### src/mpfc_consts.svh
`ifndef MPFC_CONSTS_SVH
`define MPFC_CONSTS_SVH

// ************************************************************
// register byte offsets
// ************************************************************
`define MPFC_OFF_ACCESS     12'h114
`define MPFC_OFF_DATA       12'h118
`define MPFC_OFF_FLOW       12'h11c
`define MPFC_OFF_MODE       12'h130

// ************************************************************
// field positions
// ************************************************************
`define MPFC_ACC_BUSY       0
`define MPFC_ACC_WRSEL      1
`define MPFC_ACC_IDX_LO     6
`define MPFC_ACC_IDX_HI     10
`define MPFC_ACC_PHY_LO     11
`define MPFC_ACC_PHY_HI     15
`define MPFC_FLOW_BUSY      0
`define MPFC_FLOW_EN        1
`define MPFC_FLOW_PASS      2
`define MPFC_FLOW_PT_LO     16
`define MPFC_FLOW_PT_HI     31
`define MPFC_MODE_FDX       0

// ************************************************************
// reset values
// ************************************************************
`define MPFC_RST_PHYADDR    5'h00
`define MPFC_RST_INDEX      5'h00
`define MPFC_RST_DATA       16'h0000
`define MPFC_RST_PTIME      16'h0000

// ************************************************************
// timing: one pause quantum is one slot time (512 bit times at 100 Mb/s)
// ************************************************************
`define MPFC_SLOT_TIME_NS   5120
`define MPFC_CLK_PERIOD_NS  20
`define MPFC_SLOT_CYCLES    (`MPFC_SLOT_TIME_NS / `MPFC_CLK_PERIOD_NS)

`endif

### src/mpfc_pkg.sv
package mpfc_pkg;

  // management cycle sequencer states, one-hot
  typedef enum logic [1:0] {
    MPFC_MG_IDLE = 2'b01,  // no access in flight
    MPFC_MG_WAIT = 2'b10   // request out, waiting on phy answer
  } mpfc_mg_state_t;

endpackage : mpfc_pkg

### src/mpfc_top.sv
// The implementer's own choice: the APB interface to the registers.
`timescale 1ns/1ps
`include "mpfc_consts.svh"
// Operation
// - register index selects the phy register
// - write select chooses phy write or read
// - software sets busy; hardware clears when done
// - data held during write, valid after read
// - data register holds sixteen low bits
// - pause time field goes into frames
// - write with busy one sends control frame
// - pass bit sets filter bit on pause
// - every received frame forwarded with status
// - filtering modes override the pass bit
// - enable decodes pause, holds transmitter off
// - pause acted on only full duplex enabled
// - half duplex enable means back pressure
// - flow busy high while frame or pressure
module mpfc_top #(
  parameter int SLOT_CYC = `MPFC_SLOT_CYCLES  // cycles per pause quantum
) (
  input  wire logic        pclk,
  input  wire logic        presetn,
  // apb slave
  input  wire logic        psel,
  input  wire logic        penable,
  input  wire logic        pwrite,
  input  wire logic [11:0] paddr,
  input  wire logic [31:0] pwdata,
  output logic             pready,
  output logic [31:0]      prdata,
  output logic             pslverr,
  // internal phy management port
  output logic             phy_req,
  output logic             phy_write,
  output logic [4:0]       phy_addr,
  output logic [4:0]       phy_reg,
  output logic [15:0]      phy_wdata,
  input  wire logic        phy_ack,
  input  wire logic [15:0] phy_rdata,
  // control frame transmit side
  output logic             pause_tx_req,
  output logic [15:0]      pause_tx_time,
  output logic             backpressure,
  input  wire logic        ctrl_tx_done,
  output logic             tx_hold,
  // receive side
  input  wire logic        rx_frame_valid,
  input  wire logic        rx_is_pause,
  input  wire logic [15:0] rx_pause_time,
  input  wire logic        rx_addr_fail,
  input  wire logic        rx_filter_mode,
  output logic             rx_status_valid,
  output logic             rx_status_filter,
  output logic             rx_status_pause
);

  // ************************************************************
  // register state
  // ************************************************************
  logic [4:0]  phy_addr_fld;   // software-owned phy address
  logic [4:0]  index_fld;      // phy register index
  logic        wr_sel;         // 1 = phy write
  logic        mgmt_busy;      // access in flight
  logic [15:0] mgmt_data;      // data register low half
  logic [15:0] pause_time;     // pause time field
  logic        pass_ctrl;      // pass control frames
  logic        fc_en;          // flow control enable
  logic        fc_busy;        // control transfer in flight
  logic        full_duplex;    // mac duplex mode
  mpfc_pkg::mpfc_mg_state_t mg_state;  // management sequencer
  logic [15:0] pause_left;     // quanta left to hold off
  logic [15:0] slot_cnt;       // cycles left in this quantum

  // ************************************************************
  // apb decode
  // ************************************************************
  logic wr_acc;   // write lands this edge
  logic hit_acc;  // address decodes
  logic w_access; // write strobes per register
  logic w_data;
  logic w_flow;
  logic w_mode;
  logic mg_start;
  logic fc_start;
  logic pause_act;

  assign wr_acc   = psel && penable && pready && pwrite;
  assign hit_acc  = (paddr == `MPFC_OFF_ACCESS) || (paddr == `MPFC_OFF_DATA) ||
                    (paddr == `MPFC_OFF_FLOW) || (paddr == `MPFC_OFF_MODE);
  assign w_access = wr_acc && (paddr == `MPFC_OFF_ACCESS);
  assign w_data   = wr_acc && (paddr == `MPFC_OFF_DATA);
  assign w_flow   = wr_acc && (paddr == `MPFC_OFF_FLOW);
  assign w_mode   = wr_acc && (paddr == `MPFC_OFF_MODE);
  // a new access only starts from idle; writes while busy are dropped
  assign mg_start = w_access && pwdata[`MPFC_ACC_BUSY] && !mgmt_busy;
  // busy written as zero starts nothing and leaves status alone
  assign fc_start = w_flow && pwdata[`MPFC_FLOW_BUSY] && !fc_busy;
  // pause is only acted on with flow control on in full duplex
  assign pause_act = rx_frame_valid && rx_is_pause && fc_en && full_duplex;

  // one wait-free access phase: pready rises the cycle after setup
  // no wait states, so a master never sees pready held off
  always_ff @(posedge pclk or negedge presetn) begin
    if (!presetn) begin
      pready  <= 1'b0;
      pslverr <= 1'b0;
    end else begin
      pready  <= psel && !penable;
      pslverr <= psel && !penable && !hit_acc;  // unmapped address answers an error
    end
  end

  // read data captured in setup so it comes straight from a flop
  always_ff @(posedge pclk or negedge presetn) begin
    if (!presetn) begin
      prdata <= 32'h0000_0000;
    end else if (psel && !penable && !pwrite) begin
      unique case (paddr)
        `MPFC_OFF_ACCESS: prdata <= {16'h0000, phy_addr_fld, index_fld, 4'h0, wr_sel,
                                     mgmt_busy};
        `MPFC_OFF_DATA:   prdata <= {16'h0000, mgmt_data};
        `MPFC_OFF_FLOW:   prdata <= {pause_time, 13'h0000, pass_ctrl, fc_en, fc_busy};
        `MPFC_OFF_MODE:   prdata <= {31'h0000_0000, full_duplex};
        default:          prdata <= 32'h0000_0000;
      endcase
    end
  end

  // ************************************************************
  // management access register fields
  // ************************************************************
  // fields only change when idle so an access in flight keeps its target
  always_ff @(posedge pclk or negedge presetn) begin
    if (!presetn) begin
      phy_addr_fld <= `MPFC_RST_PHYADDR;  // resets to zero; software must load it
      index_fld    <= `MPFC_RST_INDEX;
      wr_sel       <= 1'b0;
    end else if (w_access && !mgmt_busy) begin
      phy_addr_fld <= pwdata[`MPFC_ACC_PHY_HI:`MPFC_ACC_PHY_LO];
      index_fld    <= pwdata[`MPFC_ACC_IDX_HI:`MPFC_ACC_IDX_LO];
      wr_sel       <= pwdata[`MPFC_ACC_WRSEL];
    end
  end

  // ************************************************************
  // management sequencer
  // ************************************************************
  // busy set by software, cleared by hardware on the phy answer
  always_ff @(posedge pclk or negedge presetn) begin
    if (!presetn) begin
      mg_state  <= mpfc_pkg::MPFC_MG_IDLE;
      mgmt_busy <= 1'b0;
      phy_req   <= 1'b0;
    end else begin
      unique case (mg_state)
        mpfc_pkg::MPFC_MG_IDLE: begin
          if (mg_start) begin
            mg_state  <= mpfc_pkg::MPFC_MG_WAIT;
            mgmt_busy <= 1'b1;
            phy_req   <= 1'b1;
          end
        end
        mpfc_pkg::MPFC_MG_WAIT: begin
          if (phy_ack) begin
            mg_state  <= mpfc_pkg::MPFC_MG_IDLE;
            mgmt_busy <= 1'b0;
            phy_req   <= 1'b0;
          end
        end
        default: begin
          mg_state  <= mpfc_pkg::MPFC_MG_IDLE;
          mgmt_busy <= 1'b0;
          phy_req   <= 1'b0;
        end
      endcase
    end
  end

  // request fields are latched at start and held for the whole access
  always_ff @(posedge pclk or negedge presetn) begin
    if (!presetn) begin
      phy_write <= 1'b0;
      phy_addr  <= `MPFC_RST_PHYADDR;
      phy_reg   <= `MPFC_RST_INDEX;
      phy_wdata <= `MPFC_RST_DATA;
    end else if (mg_start) begin
      phy_write <= pwdata[`MPFC_ACC_WRSEL];
      phy_addr  <= pwdata[`MPFC_ACC_PHY_HI:`MPFC_ACC_PHY_LO];
      phy_reg   <= pwdata[`MPFC_ACC_IDX_HI:`MPFC_ACC_IDX_LO];
      phy_wdata <= mgmt_data;
    end
  end

  // data register: read result wins; software writes ignored while busy
  // a read answer and a software write cannot meet, since writes need idle
  always_ff @(posedge pclk or negedge presetn) begin
    if (!presetn) begin
      mgmt_data <= `MPFC_RST_DATA;
    end else if (phy_req && phy_ack && !phy_write) begin
      mgmt_data <= phy_rdata;
    end else if (w_data && !mgmt_busy) begin
      mgmt_data <= pwdata[15:0];
    end
  end

  // ************************************************************
  // flow control register and control transfer
  // ************************************************************
  always_ff @(posedge pclk or negedge presetn) begin
    if (!presetn) begin
      pause_time  <= `MPFC_RST_PTIME;
      pass_ctrl   <= 1'b0;
      fc_en       <= 1'b0;
      full_duplex <= 1'b0;
    end else begin
      if (w_flow) begin
        pause_time <= pwdata[`MPFC_FLOW_PT_HI:`MPFC_FLOW_PT_LO];
        pass_ctrl  <= pwdata[`MPFC_FLOW_PASS];
        fc_en      <= pwdata[`MPFC_FLOW_EN];
      end
      if (w_mode) begin
        full_duplex <= pwdata[`MPFC_MODE_FDX];
      end
    end
  end

  // full duplex sends a pause frame; half duplex with enable asserts pressure
  always_ff @(posedge pclk or negedge presetn) begin
    if (!presetn) begin
      fc_busy       <= 1'b0;
      pause_tx_req  <= 1'b0;
      backpressure  <= 1'b0;
      pause_tx_time <= `MPFC_RST_PTIME;
    end else if (fc_start) begin
      // half duplex with enable clear has nothing to send, so busy stays low
      // instead of waiting forever on a done pulse that never comes
      fc_busy       <= full_duplex || pwdata[`MPFC_FLOW_EN];
      pause_tx_req  <= full_duplex;
      backpressure  <= !full_duplex && pwdata[`MPFC_FLOW_EN];
      pause_tx_time <= pwdata[`MPFC_FLOW_PT_HI:`MPFC_FLOW_PT_LO];
    end else if (fc_busy && ctrl_tx_done) begin
      fc_busy      <= 1'b0;
      pause_tx_req <= 1'b0;
      backpressure <= 1'b0;
    end
  end

  // ************************************************************
  // receive pause decode and transmit hold-off
  // ************************************************************
  // a fresh pause reloads the count; zero time releases at once
  // the hold drops after the final cycle of the last quantum
  always_ff @(posedge pclk or negedge presetn) begin
    if (!presetn) begin
      pause_left <= 16'h0000;
      slot_cnt   <= 16'h0000;
      tx_hold    <= 1'b0;
    end else if (pause_act) begin
      pause_left <= rx_pause_time;
      slot_cnt   <= 16'(SLOT_CYC - 1);
      tx_hold    <= (rx_pause_time != 16'h0000);
    end else if (tx_hold) begin
      if (slot_cnt == 16'h0000) begin
        slot_cnt   <= 16'(SLOT_CYC - 1);
        pause_left <= pause_left - 16'h0001;
        tx_hold    <= (pause_left != 16'h0001);
      end else begin
        slot_cnt <= slot_cnt - 16'h0001;
      end
    end
  end

  // every frame gets a status word; filtering mode overrides pass bit
  always_ff @(posedge pclk or negedge presetn) begin
    if (!presetn) begin
      rx_status_valid  <= 1'b0;
      rx_status_filter <= 1'b0;
      rx_status_pause  <= 1'b0;
    end else begin
      rx_status_valid  <= rx_frame_valid;
      rx_status_pause  <= rx_frame_valid && rx_is_pause && fc_en;
      if (rx_filter_mode) begin
        rx_status_filter <= 1'b0;
      end else begin
        rx_status_filter <= rx_frame_valid && (rx_addr_fail ||
                            (pass_ctrl && rx_is_pause && fc_en));
      end
    end
  end
endmodule : mpfc_top

### config.mk
export PLATFORM = sky130hd
export DESIGN_NAME = mpfc_top
export DESIGN_NICKNAME = d
export VERILOG_FILES = /design/src/mpfc_pkg.sv /design/src/mpfc_top.sv
export VERILOG_INCLUDE_DIRS = /design/src /design/src/src
export SDC_FILE = /design/constraint.sdc
export NUM_CORES = 1
export LEC_CHECK = 0
export BUFFER_PORTS_ARGS = -buffer_cell sky130_fd_sc_hd__buf_4
export CORE_MARGIN = 2
export CORE_UTILIZATION = 54
export CTS_CLUSTER_DIAMETER = 30
export DETAILED_ROUTE_END_ITERATION = 8
export GPL_TIMING_DRIVEN = 0
export HOLD_SLACK_MARGIN = 0.02
export PLACE_DENSITY = 0.8
export SYNTH_ARGS = -nofsm -noshare
export SYNTH_HDL_FRONTEND = slang
export SYNTH_SLANG_ARGS = --single-unit
### constraint.sdc
create_clock -name pclk -period 2.3 [get_ports pclk]
set_clock_uncertainty 0.05 [all_clocks]
set_input_delay 0.345 -clock pclk [delete_from_list [all_inputs] [get_ports pclk]]
set_output_delay 0.345 -clock pclk [all_outputs]
set_load 0.05 [all_outputs]
==> results.cfg, run 1 <==
[status]
outcome = finished clean

[power_and_ir_drop]
p_sw_share_pct = 23.1
powerDensity_nw_per_um2 = 634
p_int_uw = 4590
p_clk_share_pct = 47.2
switchingPower_uw = 1380
fin_total_pwr_uw = 5970
peakVddDrop_mv = 0.613
p_comb_share_pct = 4.3
seqPwrFrac_pct = 48.4
p_leak_uw = 0.00446

[worst_setup_path]
path_buf_inv = 1
cp_slowest_cell = or4_1
arrival_ps = 2480
cp-start-kind = flop
end_kind = flop
path_class = flop to flop
worstPathCellList = inv_1 > ha_2 > or3b_2 > or4_1 > o21a_1 > o21a_1
worst-endpoint-required_ps = 2570
crit_fanout = 6
cpLargestDelayFamily = simple AND/OR/NAND/NOR gates
cpPeakStageDelay_ps = 510
crit_path_frequent_cell = o21a_1

[sta]
rsz0062_at_grt = yes
layout_min_cycle_time_ps = 2210
layout_setup_ws_ps = 86.4
drv_slew = 0
tightest_slew_ps = 611
max_freq_mhz = 452
setup_viol = 0
final-hold-violation-count = 0
period_share_pct = 96.2
slew_headroom_pct = 59.0
hold_ws_ps = 44.7

[global_routing]
grt_first_pass_wirelength_um = 29800
track_usage_pct = 26.5
first_global_vias = 5969
grt_antenna_before_repair = 0
grt_max_degree = 101
grt_overflow = 0

[finish]
areaGrowthSynthToFinish_pct = 30.5
final_cells = 1010
layout.filler_cells = 902
num-nets-final = 911
layout-drive-gt1-share_pct = 35.6
regMostFlops = prdata
largest_register_ffs = 32
n_antenna_cell = 0
final_area_um2 = 9420

[placed_design]
place_inst = 974
dp_worst_setup_slack_ps = -301
io_buffers = 170
gp_congestion = 0.925
dp_hpwl_um = 13500
placed_cell_area_um2 = 8740

[synthesis]
yosys_most_used_dff = dfrtp_1
ys_async_sr_fraction_pct = 100
synth_top_area_share_pct = 56.5
netlist_instances = 627
synth_warnings = 0
yosys.cell_count.top_type = dfrtp_1
syn_avg_cell_area_um2 = 11.5
yosysTopAreaCell = dfrtp_1
synth.area.top_cells = dfrtp_1 (57%), mux2_2 (8.9%), nand2_1 (4.3%)
ys_ff_latch = 164
syn_area_um2 = 7210
synthesis.nets = 717
synth_cell_types = 59
ys_top_cells_by_count = dfrtp_1 (163), nand2_1 (83), mux2_2 (57), nor2_1 (43), o21ai_0 (27)
ys_seq_area_share_pct = 56.9
synth_edf_count = 0

[detailed_routing]
first_iter_violations = 450
detail-route-antenna-nets = 0
drc_errors = 0
wl_um = 18400
num_vias = 5740
dr.pass1.iters = 5
routedWlPerCell_um = 18.2
vias_per_cell = 5.68

[clock_tree]
cts.path.max_buffers = 2
clk_latency_ps = 430
htreeDepth = 4
cts_made_buffers = 17
cts.clk_slew.worst_paths_ps = 70
cts_tree = built
clock_sinks = 164
clockRootBuffer = clkbuf_16

[floorplanning]
io_pins = 171
die_area_um2 = 14300
die_h_um = 120
die_w_um = 120
start_util_pct = 54.9
num_rows = 42
core-area_um2 = 13100

[min_path]
hp-class = primary input to flop

[run]
drv_cap = 0
[layout by cell type (no fill, tap or decap), drive strengths merged, types with 4 or more instances in the layout]
master    n
a21oi    11
a22o     17
and3      6
nand4    12
nand2b    5
mux2     72
o21ai    28
nor2     44
a31oi    21
clkbuf   35
nand3    12
buf     186
inv      14
or3       5
a22oi    11
xor2     11
nand2    84
clkinv    4
mux2i     6
or4       5
nor4      8
nor4b     5
xnor2     8
nor3     18
dfrtp   163
[power by group through the flow]
stage / combinational (uW) / clock, uW / sequential, uW
floorplan: 27.8 / 0 / 2960
global placement: 242 / 0 / 2950
detailed placement: 255 / 0 / 2950
CTS: 262 / 2850 / 2890
global route: 284 / 2970 / 2890
finish: 259 / 2820 / 2890
[worst register-to-register path: stages, from the launching register on]
cell and delay, ps:
dfrtp_1 420, inv_1 80, ha_2 220, or3b_2 490
or4_1 510, o21a_1 180, o21a_1 160
[path summary, 6_finish.rpt]
check,from,endpoint,slack [ps],cells after the start
min in group asynchronous,presetn,pause_tx_time[5],430,2
max,slot_cnt[1],slot_cnt[10],90,6
min,penable,pready,40,2
max reg2reg,slot_cnt[1],slot_cnt[10],90,6
max in group asynchronous,presetn,mg_state[0],870,3
min reg2reg,prdata[5],prdata[5],430,2
[stage by stage]
step | utilization [%] | TNS (ps)
finish | 71.7 | 0
global route | 71.7 | -26.7
CTS | 71.3 | 0
detailed placement | 66.5 | -10150
global placement | 66.3 | -6100
floorplan | - | 0
[area by class of cell]
type                       instances  area, um^2  share of cell area [%]
inverter                           8        30.0                   0.319
multi-input combinational        425        2950                    31.3
buffer                            30         169                    1.79
clock inverter                    13         141                    1.50
sequential                       164        4110                    43.6
clock buffer                      19         453                    4.81
timing repair buffer             175        1350                    14.3
tap                              176         220                    2.34
[routing by layer]
metal,share of wire [%],GRT usage (%),vias up
met5,0,0,-
met4,2.2,9.71,0
met3,6.9,6.84,37
met2,50,44.3,228
met1,41,33.5,2836
li1,-,-,2639
[cells by family after synthesis]
group / share of synthesized area, %
muxes: 12.1
DFF: 56.9
AOI/OAI and AO/OA: 9.26
xor gates and xnor gates: 2.31
buffers and inverters: 2.72
adders and majority gates: 0.520
and+or+nand+nor: 16.2
[timing repair]
| item | CTS | global route |
|---|---|---|
| hold endpoints to repair | 66 | 0 |
| gates cloned | 0 | 0 |
| resized for setup | 2 | 8 |
| buffers inserted | 0 | 1 |
| setup endpoints to repair | 2 | 24 |
| hold buffers | 3 | 0 |
(Power assumes the default switching activity.)
==> inputs of run 2 (changes only) <==
--- a/config.mk
+++ b/config.mk
@@ -6,14 +6,14 @@
 export SDC_FILE = /design/constraint.sdc
 export NUM_CORES = 1
 export LEC_CHECK = 0
-export BUFFER_PORTS_ARGS = -buffer_cell sky130_fd_sc_hd__buf_4
 export CORE_MARGIN = 2
-export CORE_UTILIZATION = 54
+export CORE_UTILIZATION = 63
 export CTS_CLUSTER_DIAMETER = 30
 export DETAILED_ROUTE_END_ITERATION = 8
+export DONT_BUFFER_PORTS = 1
 export GPL_TIMING_DRIVEN = 0
 export HOLD_SLACK_MARGIN = 0.02
-export PLACE_DENSITY = 0.8
+export PLACE_DENSITY = 0.79
 export SYNTH_ARGS = -nofsm -noshare
 export SYNTH_HDL_FRONTEND = slang
 export SYNTH_SLANG_ARGS = --single-unit
==> results.cfg, run 2 (same netlist as run 1, synthesis figures left out) <==
[status]
outcome = complete, but fails checks
violations = negative hold slack

[detailed_routing]
vias_per_cell = 6.30
first_iter_violations = 484
wl_um = 18100
detail-route-antenna-nets = 0
drc_errors = 0
dr.pass1.iters = 5
num_vias = 5380
routedWlPerCell_um = 21.2

[sta]
setup_viol = 0
slew_headroom_pct = 48.0
layout_min_cycle_time_ps = 2270
tightest_slew_ps = 772
max_freq_mhz = 441
period_share_pct = 98.5
hold_ws_ps = -438
drv_slew = 0
final-hold-violation-count = 164

[finish]
layout-drive-gt1-share_pct = 18.3
final_area_um2 = 8530
num-nets-final = 788
regMostFlops = prdata
n_antenna_cell = 0
layout_common_cells = dfrtp_1 (160), nand2_1 (82), mux2_2 (57), dlygate4sd3_1 (45), nor2_1 (43)
layout_commonest_cell = dfrtp_1
areaGrowthSynthToFinish_pct = 18.3
largest_register_ffs = 32
utilization_pct = 75.7
final_cells = 854

[global_routing]
first_global_vias = 5633
grt_first_pass_wirelength_um = 29300
grt_overflow = 0
track_usage_pct = 30.2
grt_max_degree = 165
grt_antenna_before_repair = 0

[placed_design]
io_buffers = 0
gp_congestion = 0.928
place_inst = 770
placed_cell_area_um2 = 7390
dp_hpwl_um = 12000

[power_and_ir_drop]
peakVddDrop_mv = 0.582
switchingPower_uw = 1200
p_int_uw = 4530
powerDensity_nw_per_um2 = 671
fin_total_pwr_uw = 5730
seqPwrFrac_pct = 50.8
p_sw_share_pct = 20.9
p_comb_share_pct = 2.0
p_clk_share_pct = 47.2
p_leak_uw = 0.00377

[clock_tree]
clockRootBuffer = clkbuf_16
clk_latency_ps = 430
cts_hold_buf = 45
cts.clk_slew.worst_paths_ps = 60
cts_made_buffers = 17
cts.path.max_buffers = 2
clock_sinks = 164
cts_tree = built
htreeDepth = 4

[worst_setup_path]
cpPeakStageDelay_ps = 520
reg2regPathDepth = 6
arrival_ps = 2550
cp_slowest_cell = dfrtp_2
end_kind = flop
worstPathCellList = nand4_1 > or2_4 > nor3_2 > buf_2 > nand2_1 > a31oi_1
crit_fanout = 10
worst-endpoint-required_ps = 2580
cp-start-kind = flop
path_class = flop to flop

[floorplanning]
core-area_um2 = 11300
start_util_pct = 64.0
io_pins = 171
die_w_um = 111
num_rows = 39
die_h_um = 111
die_area_um2 = 12300

[min_path]
hp-class = primary input to async pin

[run]
drv_cap = 0
## run 2: changes by cell type in the layout (fill, tap and decap cells not counted), moves of 2 or more
cell           delta
dfrtp_2           +2
buf_4           -163
dlygate4sd3_1    +42
dfrtp_1           -2
clkbuf_1          +4
## run 2: what timing repair did
item,in CTS,in global routing
setup endpoints to repair,73,27
pin swaps,0,2
gates cloned,0,0
resized for setup,7,7
buffers inserted,1,7
endpoints found under the hold margin,244,164
## run 2: final cells by class
cell class,count,area (um^2)
Sequential cell,164,4110
Multi-Input combinational cell,425,2960
Fill cell,692,2740
Timing Repair Buffer,53,523
Clock buffer,24,472
Tap cell,143,179
Buffer,29,165
Clock inverter,8,92.6
Inverter,8,30.0
## run 2: worst paths after layout
kind / start / end / slack [ps]
setup / recovery: pready / mgmt_data[10] / 30
hold / removal: presetn / prdata[19] / -440
setup reg to reg: pready / mgmt_data[10] / 30
hold reg to reg: pause_time[14] / prdata[30] / 440
max in group asynchronous: presetn / mg_state[0] / 2340
min in group pclk: pwdata[1] / mgmt_data[1] / 40
## run 2: critical path, delay by kind of cell (launching register included)
kind / cells / cell delay (ps)
and+or+nand+nor: 4 / 1090
DFF: 1 / 520
buffers and inverters: 1 / 300
AOI/OAI and AO/OA: 1 / 210
## run 2: power by group through the flow
| stage | clock network (uW) | registers (uW) | logic [uW] |
|---|---|---|---|
| 2_1_floorplan | 0 | 2960 | 27.8 |
| 3_5_place_dp | 0 | 2960 | 35.7 |
| 5_1_grt | 2840 | 2900 | 122 |
| 3_3_place_gp | 0 | 2960 | 34.4 |
| 4_1_cts | 2740 | 2910 | 110 |
| 6_report | 2710 | 2910 | 114 |
## run 2: per-layer routing
layer	wire length [um]	GRT usage, %
met1	7130	37.7
met2	8960	49.0
met3	1410	8.86
met4	562	13.6
met5	0	0
## run 2: stage by stage
step	setup slack, ps	hold WS, ps	setup TNS (ps)
final	33.7	-438	0
after global routing	-60.1	-455	-557
after CTS	2.42	-458	0
after detailed placement	-293	2.80	-5860
after global placement	-236	2.57	-3470
after floorplan	101	-0.591	0
==> inputs of run 3 (changes only) <==
--- a/config.mk
+++ b/config.mk
@@ -6,14 +6,15 @@
 export SDC_FILE = /design/constraint.sdc
 export NUM_CORES = 1
 export LEC_CHECK = 0
+export ABC_AREA = 1
 export CORE_MARGIN = 2
-export CORE_UTILIZATION = 63
+export CORE_UTILIZATION = 64
 export CTS_CLUSTER_DIAMETER = 30
 export DETAILED_ROUTE_END_ITERATION = 8
 export DONT_BUFFER_PORTS = 1
 export GPL_TIMING_DRIVEN = 0
 export HOLD_SLACK_MARGIN = 0.02
-export PLACE_DENSITY = 0.79
+export PLACE_DENSITY = 0.8
 export SYNTH_ARGS = -nofsm -noshare
 export SYNTH_HDL_FRONTEND = slang
 export SYNTH_SLANG_ARGS = --single-unit
==> results.cfg, run 3 <==
[sta]
final.setup.tns_ps = 0
layout_setup_ws_ps = 211
max_freq_mhz = 479
slew_headroom_pct = 59.8
layout_min_cycle_time_ps = 2090
hold_ws_ps = -451
tightest_slew_ps = 603
period_share_pct = 90.8
setup_viol = 0
final-hold-violation-count = 164
drv_slew = 0
rsz0062_at_grt = no

[synthesis]
synth.area.top_cells = dfrtp_1 (50%), nand2_1 (13%), inv_1 (7.1%)
synthesis.nets = 1100
syn_avg_cell_area_um2 = 8.16
netlist_instances = 1010
yosys_most_used_dff = dfrtp_1
ys_async_sr_fraction_pct = 100
yosysTopAreaCell = dfrtp_1
yosys.cell_count.top_type = nand2_1
synth_edf_count = 0
synth_warnings = 0
ys_seq_area_share_pct = 49.8
ys_ff_latch = 164
syn_area_um2 = 8240
synth_cell_types = 38
ys_top_cells_by_count = nand2_1 (275), dfrtp_1 (163), inv_1 (156), nor2_1 (83), o21ai_1 (73)
synth_top_area_share_pct = 49.5

[finish]
num-nets-final = 1138
areaGrowthSynthToFinish_pct = 12.2
layout_common_cells = nand2_1 (275), dfrtp_1 (163), inv_1 (156), nor2_1 (83), o21ai_1 (73)
layout-drive-gt1-share_pct = 15.0
layout_commonest_cell = nand2_1
n_antenna_cell = 0
largest_register_ffs = 32
regMostFlops = prdata

[worst_setup_path]
crit_fanout = 10
cp_slowest_cell = dfrtp_1
worst-endpoint-required_ps = 2570
path_buf_inv = 2
arrival_ps = 2360
cp-start-kind = flop
cpPeakStageDelay_ps = 650
end_kind = flop
worstPathCellList = inv_1 > nand3_1 > clkbuf_1 > mux2_2 > nand2_1 > o21ai_1
path_class = flop to flop
cpLargestDelayFamily = flip-flops

[power_and_ir_drop]
powerDensity_nw_per_um2 = 639
p_int_uw = 4570
p_clk_share_pct = 48.8
p_comb_share_pct = 2.0
fin_total_pwr_uw = 5910
p_sw_share_pct = 22.6
seqPwrFrac_pct = 49.2
switchingPower_uw = 1340
p_leak_uw = 0.00476
peakVddDrop_mv = 0.568

[detailed_routing]
first_iter_violations = 659
routedWlPerCell_um = 16.2
vias_per_cell = 5.44
wl_um = 20000
num_vias = 6707
detail-route-antenna-nets = 0
dr.pass1.iters = 7
drc_errors = 0

[clock_tree]
cts_made_buffers = 17
cts_tree = built
cts-resized-gates = 0
post_cts_buffers = 0
clk_latency_ps = 430
clockRootBuffer = clkbuf_16
clock_sinks = 164
cts.path.max_buffers = 2
htreeDepth = 4
cts_hold_buf = 19
cts.clk_slew.worst_paths_ps = 70

[placed_design]
io_buffers = 0
gp_congestion = 0.880
dp_worst_setup_slack_ps = 302
dp_hpwl_um = 13700

[global_routing]
grt_overflow = 0
grt_max_degree = 165
grt_antenna_before_repair = 0
grt_first_pass_wirelength_um = 32700
track_usage_pct = 29.9
first_global_vias = 6701

[floorplanning]
die_w_um = 117
num_rows = 41
io_pins = 171
start_util_pct = 65.5
die_h_um = 117
core-area_um2 = 12600
die_area_um2 = 13800

[status]
outcome = complete, but fails checks
violations = negative hold slack

[run]
drv_cap = 0

[min_path]
hp-class = primary input to async pin
-- run 3: cell count changes after synthesis, sizes merged, moves of 16 or more --
cell,delta
a22o,-17
a31oi,-21
buf,+17
inv,+152
mux2,-57
nand2,+212
nand3,+55
nor2,+55
nor3,-16
o21ai,+98
-- run 3: area by class of cell --
| class | count | area [um^2] |
|---|---|---|
| multi-input cells | 649 | 3240 |
| inverters | 160 | 601 |
| repair buffers | 19 | 190 |
| fillers | 950 | 3330 |
| plain buffers | 37 | 290 |
| clock inverters | 15 | 173 |
| well taps | 172 | 215 |
| clock buffers | 17 | 425 |
| flip-flops and latches | 164 | 4110 |
-- run 3: kinds of logic (layout without fill, tap and decap cells) --
logic type,count (synthesis),after routing,synth area share [%]
AOI/OAI and AO/OA,136,136,9.96
DFF,164,164,49.8
adders and majority gates,3,3,0.456
buffers and inverters,197,248,10.8
muxes,16,16,2.17
xor gates and xnor gates,6,6,0.638
and+or+nand+nor,488,488,26.1
-- run 3: worst paths after layout --
kind,startpoint,to,slack [ps],cells past startpoint
max,phy_write,mgmt_data[13],210,6
min,presetn,phy_wdata[1],-450,0
max reg2reg,phy_write,mgmt_data[13],210,6
min reg2reg,mgmt_data[3],phy_wdata[3],430,2
max in group asynchronous,presetn,pause_left[2],2460,0
min in group pclk,rx_frame_valid,rx_status_pause,20,2
-- run 3: power groups by stage --
stage / combinational [uW] / clock (uW) / sequential (uW)
after floorplan: 66.4 / 0 / 2960
after global placement: 82.0 / 0 / 2960
after detailed placement: 83.9 / 0 / 2960
after CTS: 116 / 2900 / 2900
after global routing: 127 / 3050 / 2900
final: 117 / 2880 / 2900
-- run 3: metal layers --
metal / global-route usage [%] / wire [um] / vias to the layer above
met5: 0 / 0 / -
met3: 8.04 / 1570 / 51
met1: 38.5 / 8530 / 3151
met2: 48.2 / 9270 / 284
met4: 12.7 / 650 / 0
li1: - / - / 3221
-- run 3: stage by stage --
stage,std cells,util [%],area [um^2]
floorplan,1010,-,8240
global placement,1182,67.3,8450
detailed placement,1182,67.3,8450
CTS,1233,73.5,9240
global route,1233,73.5,9240
finish,1233,73.5,9240
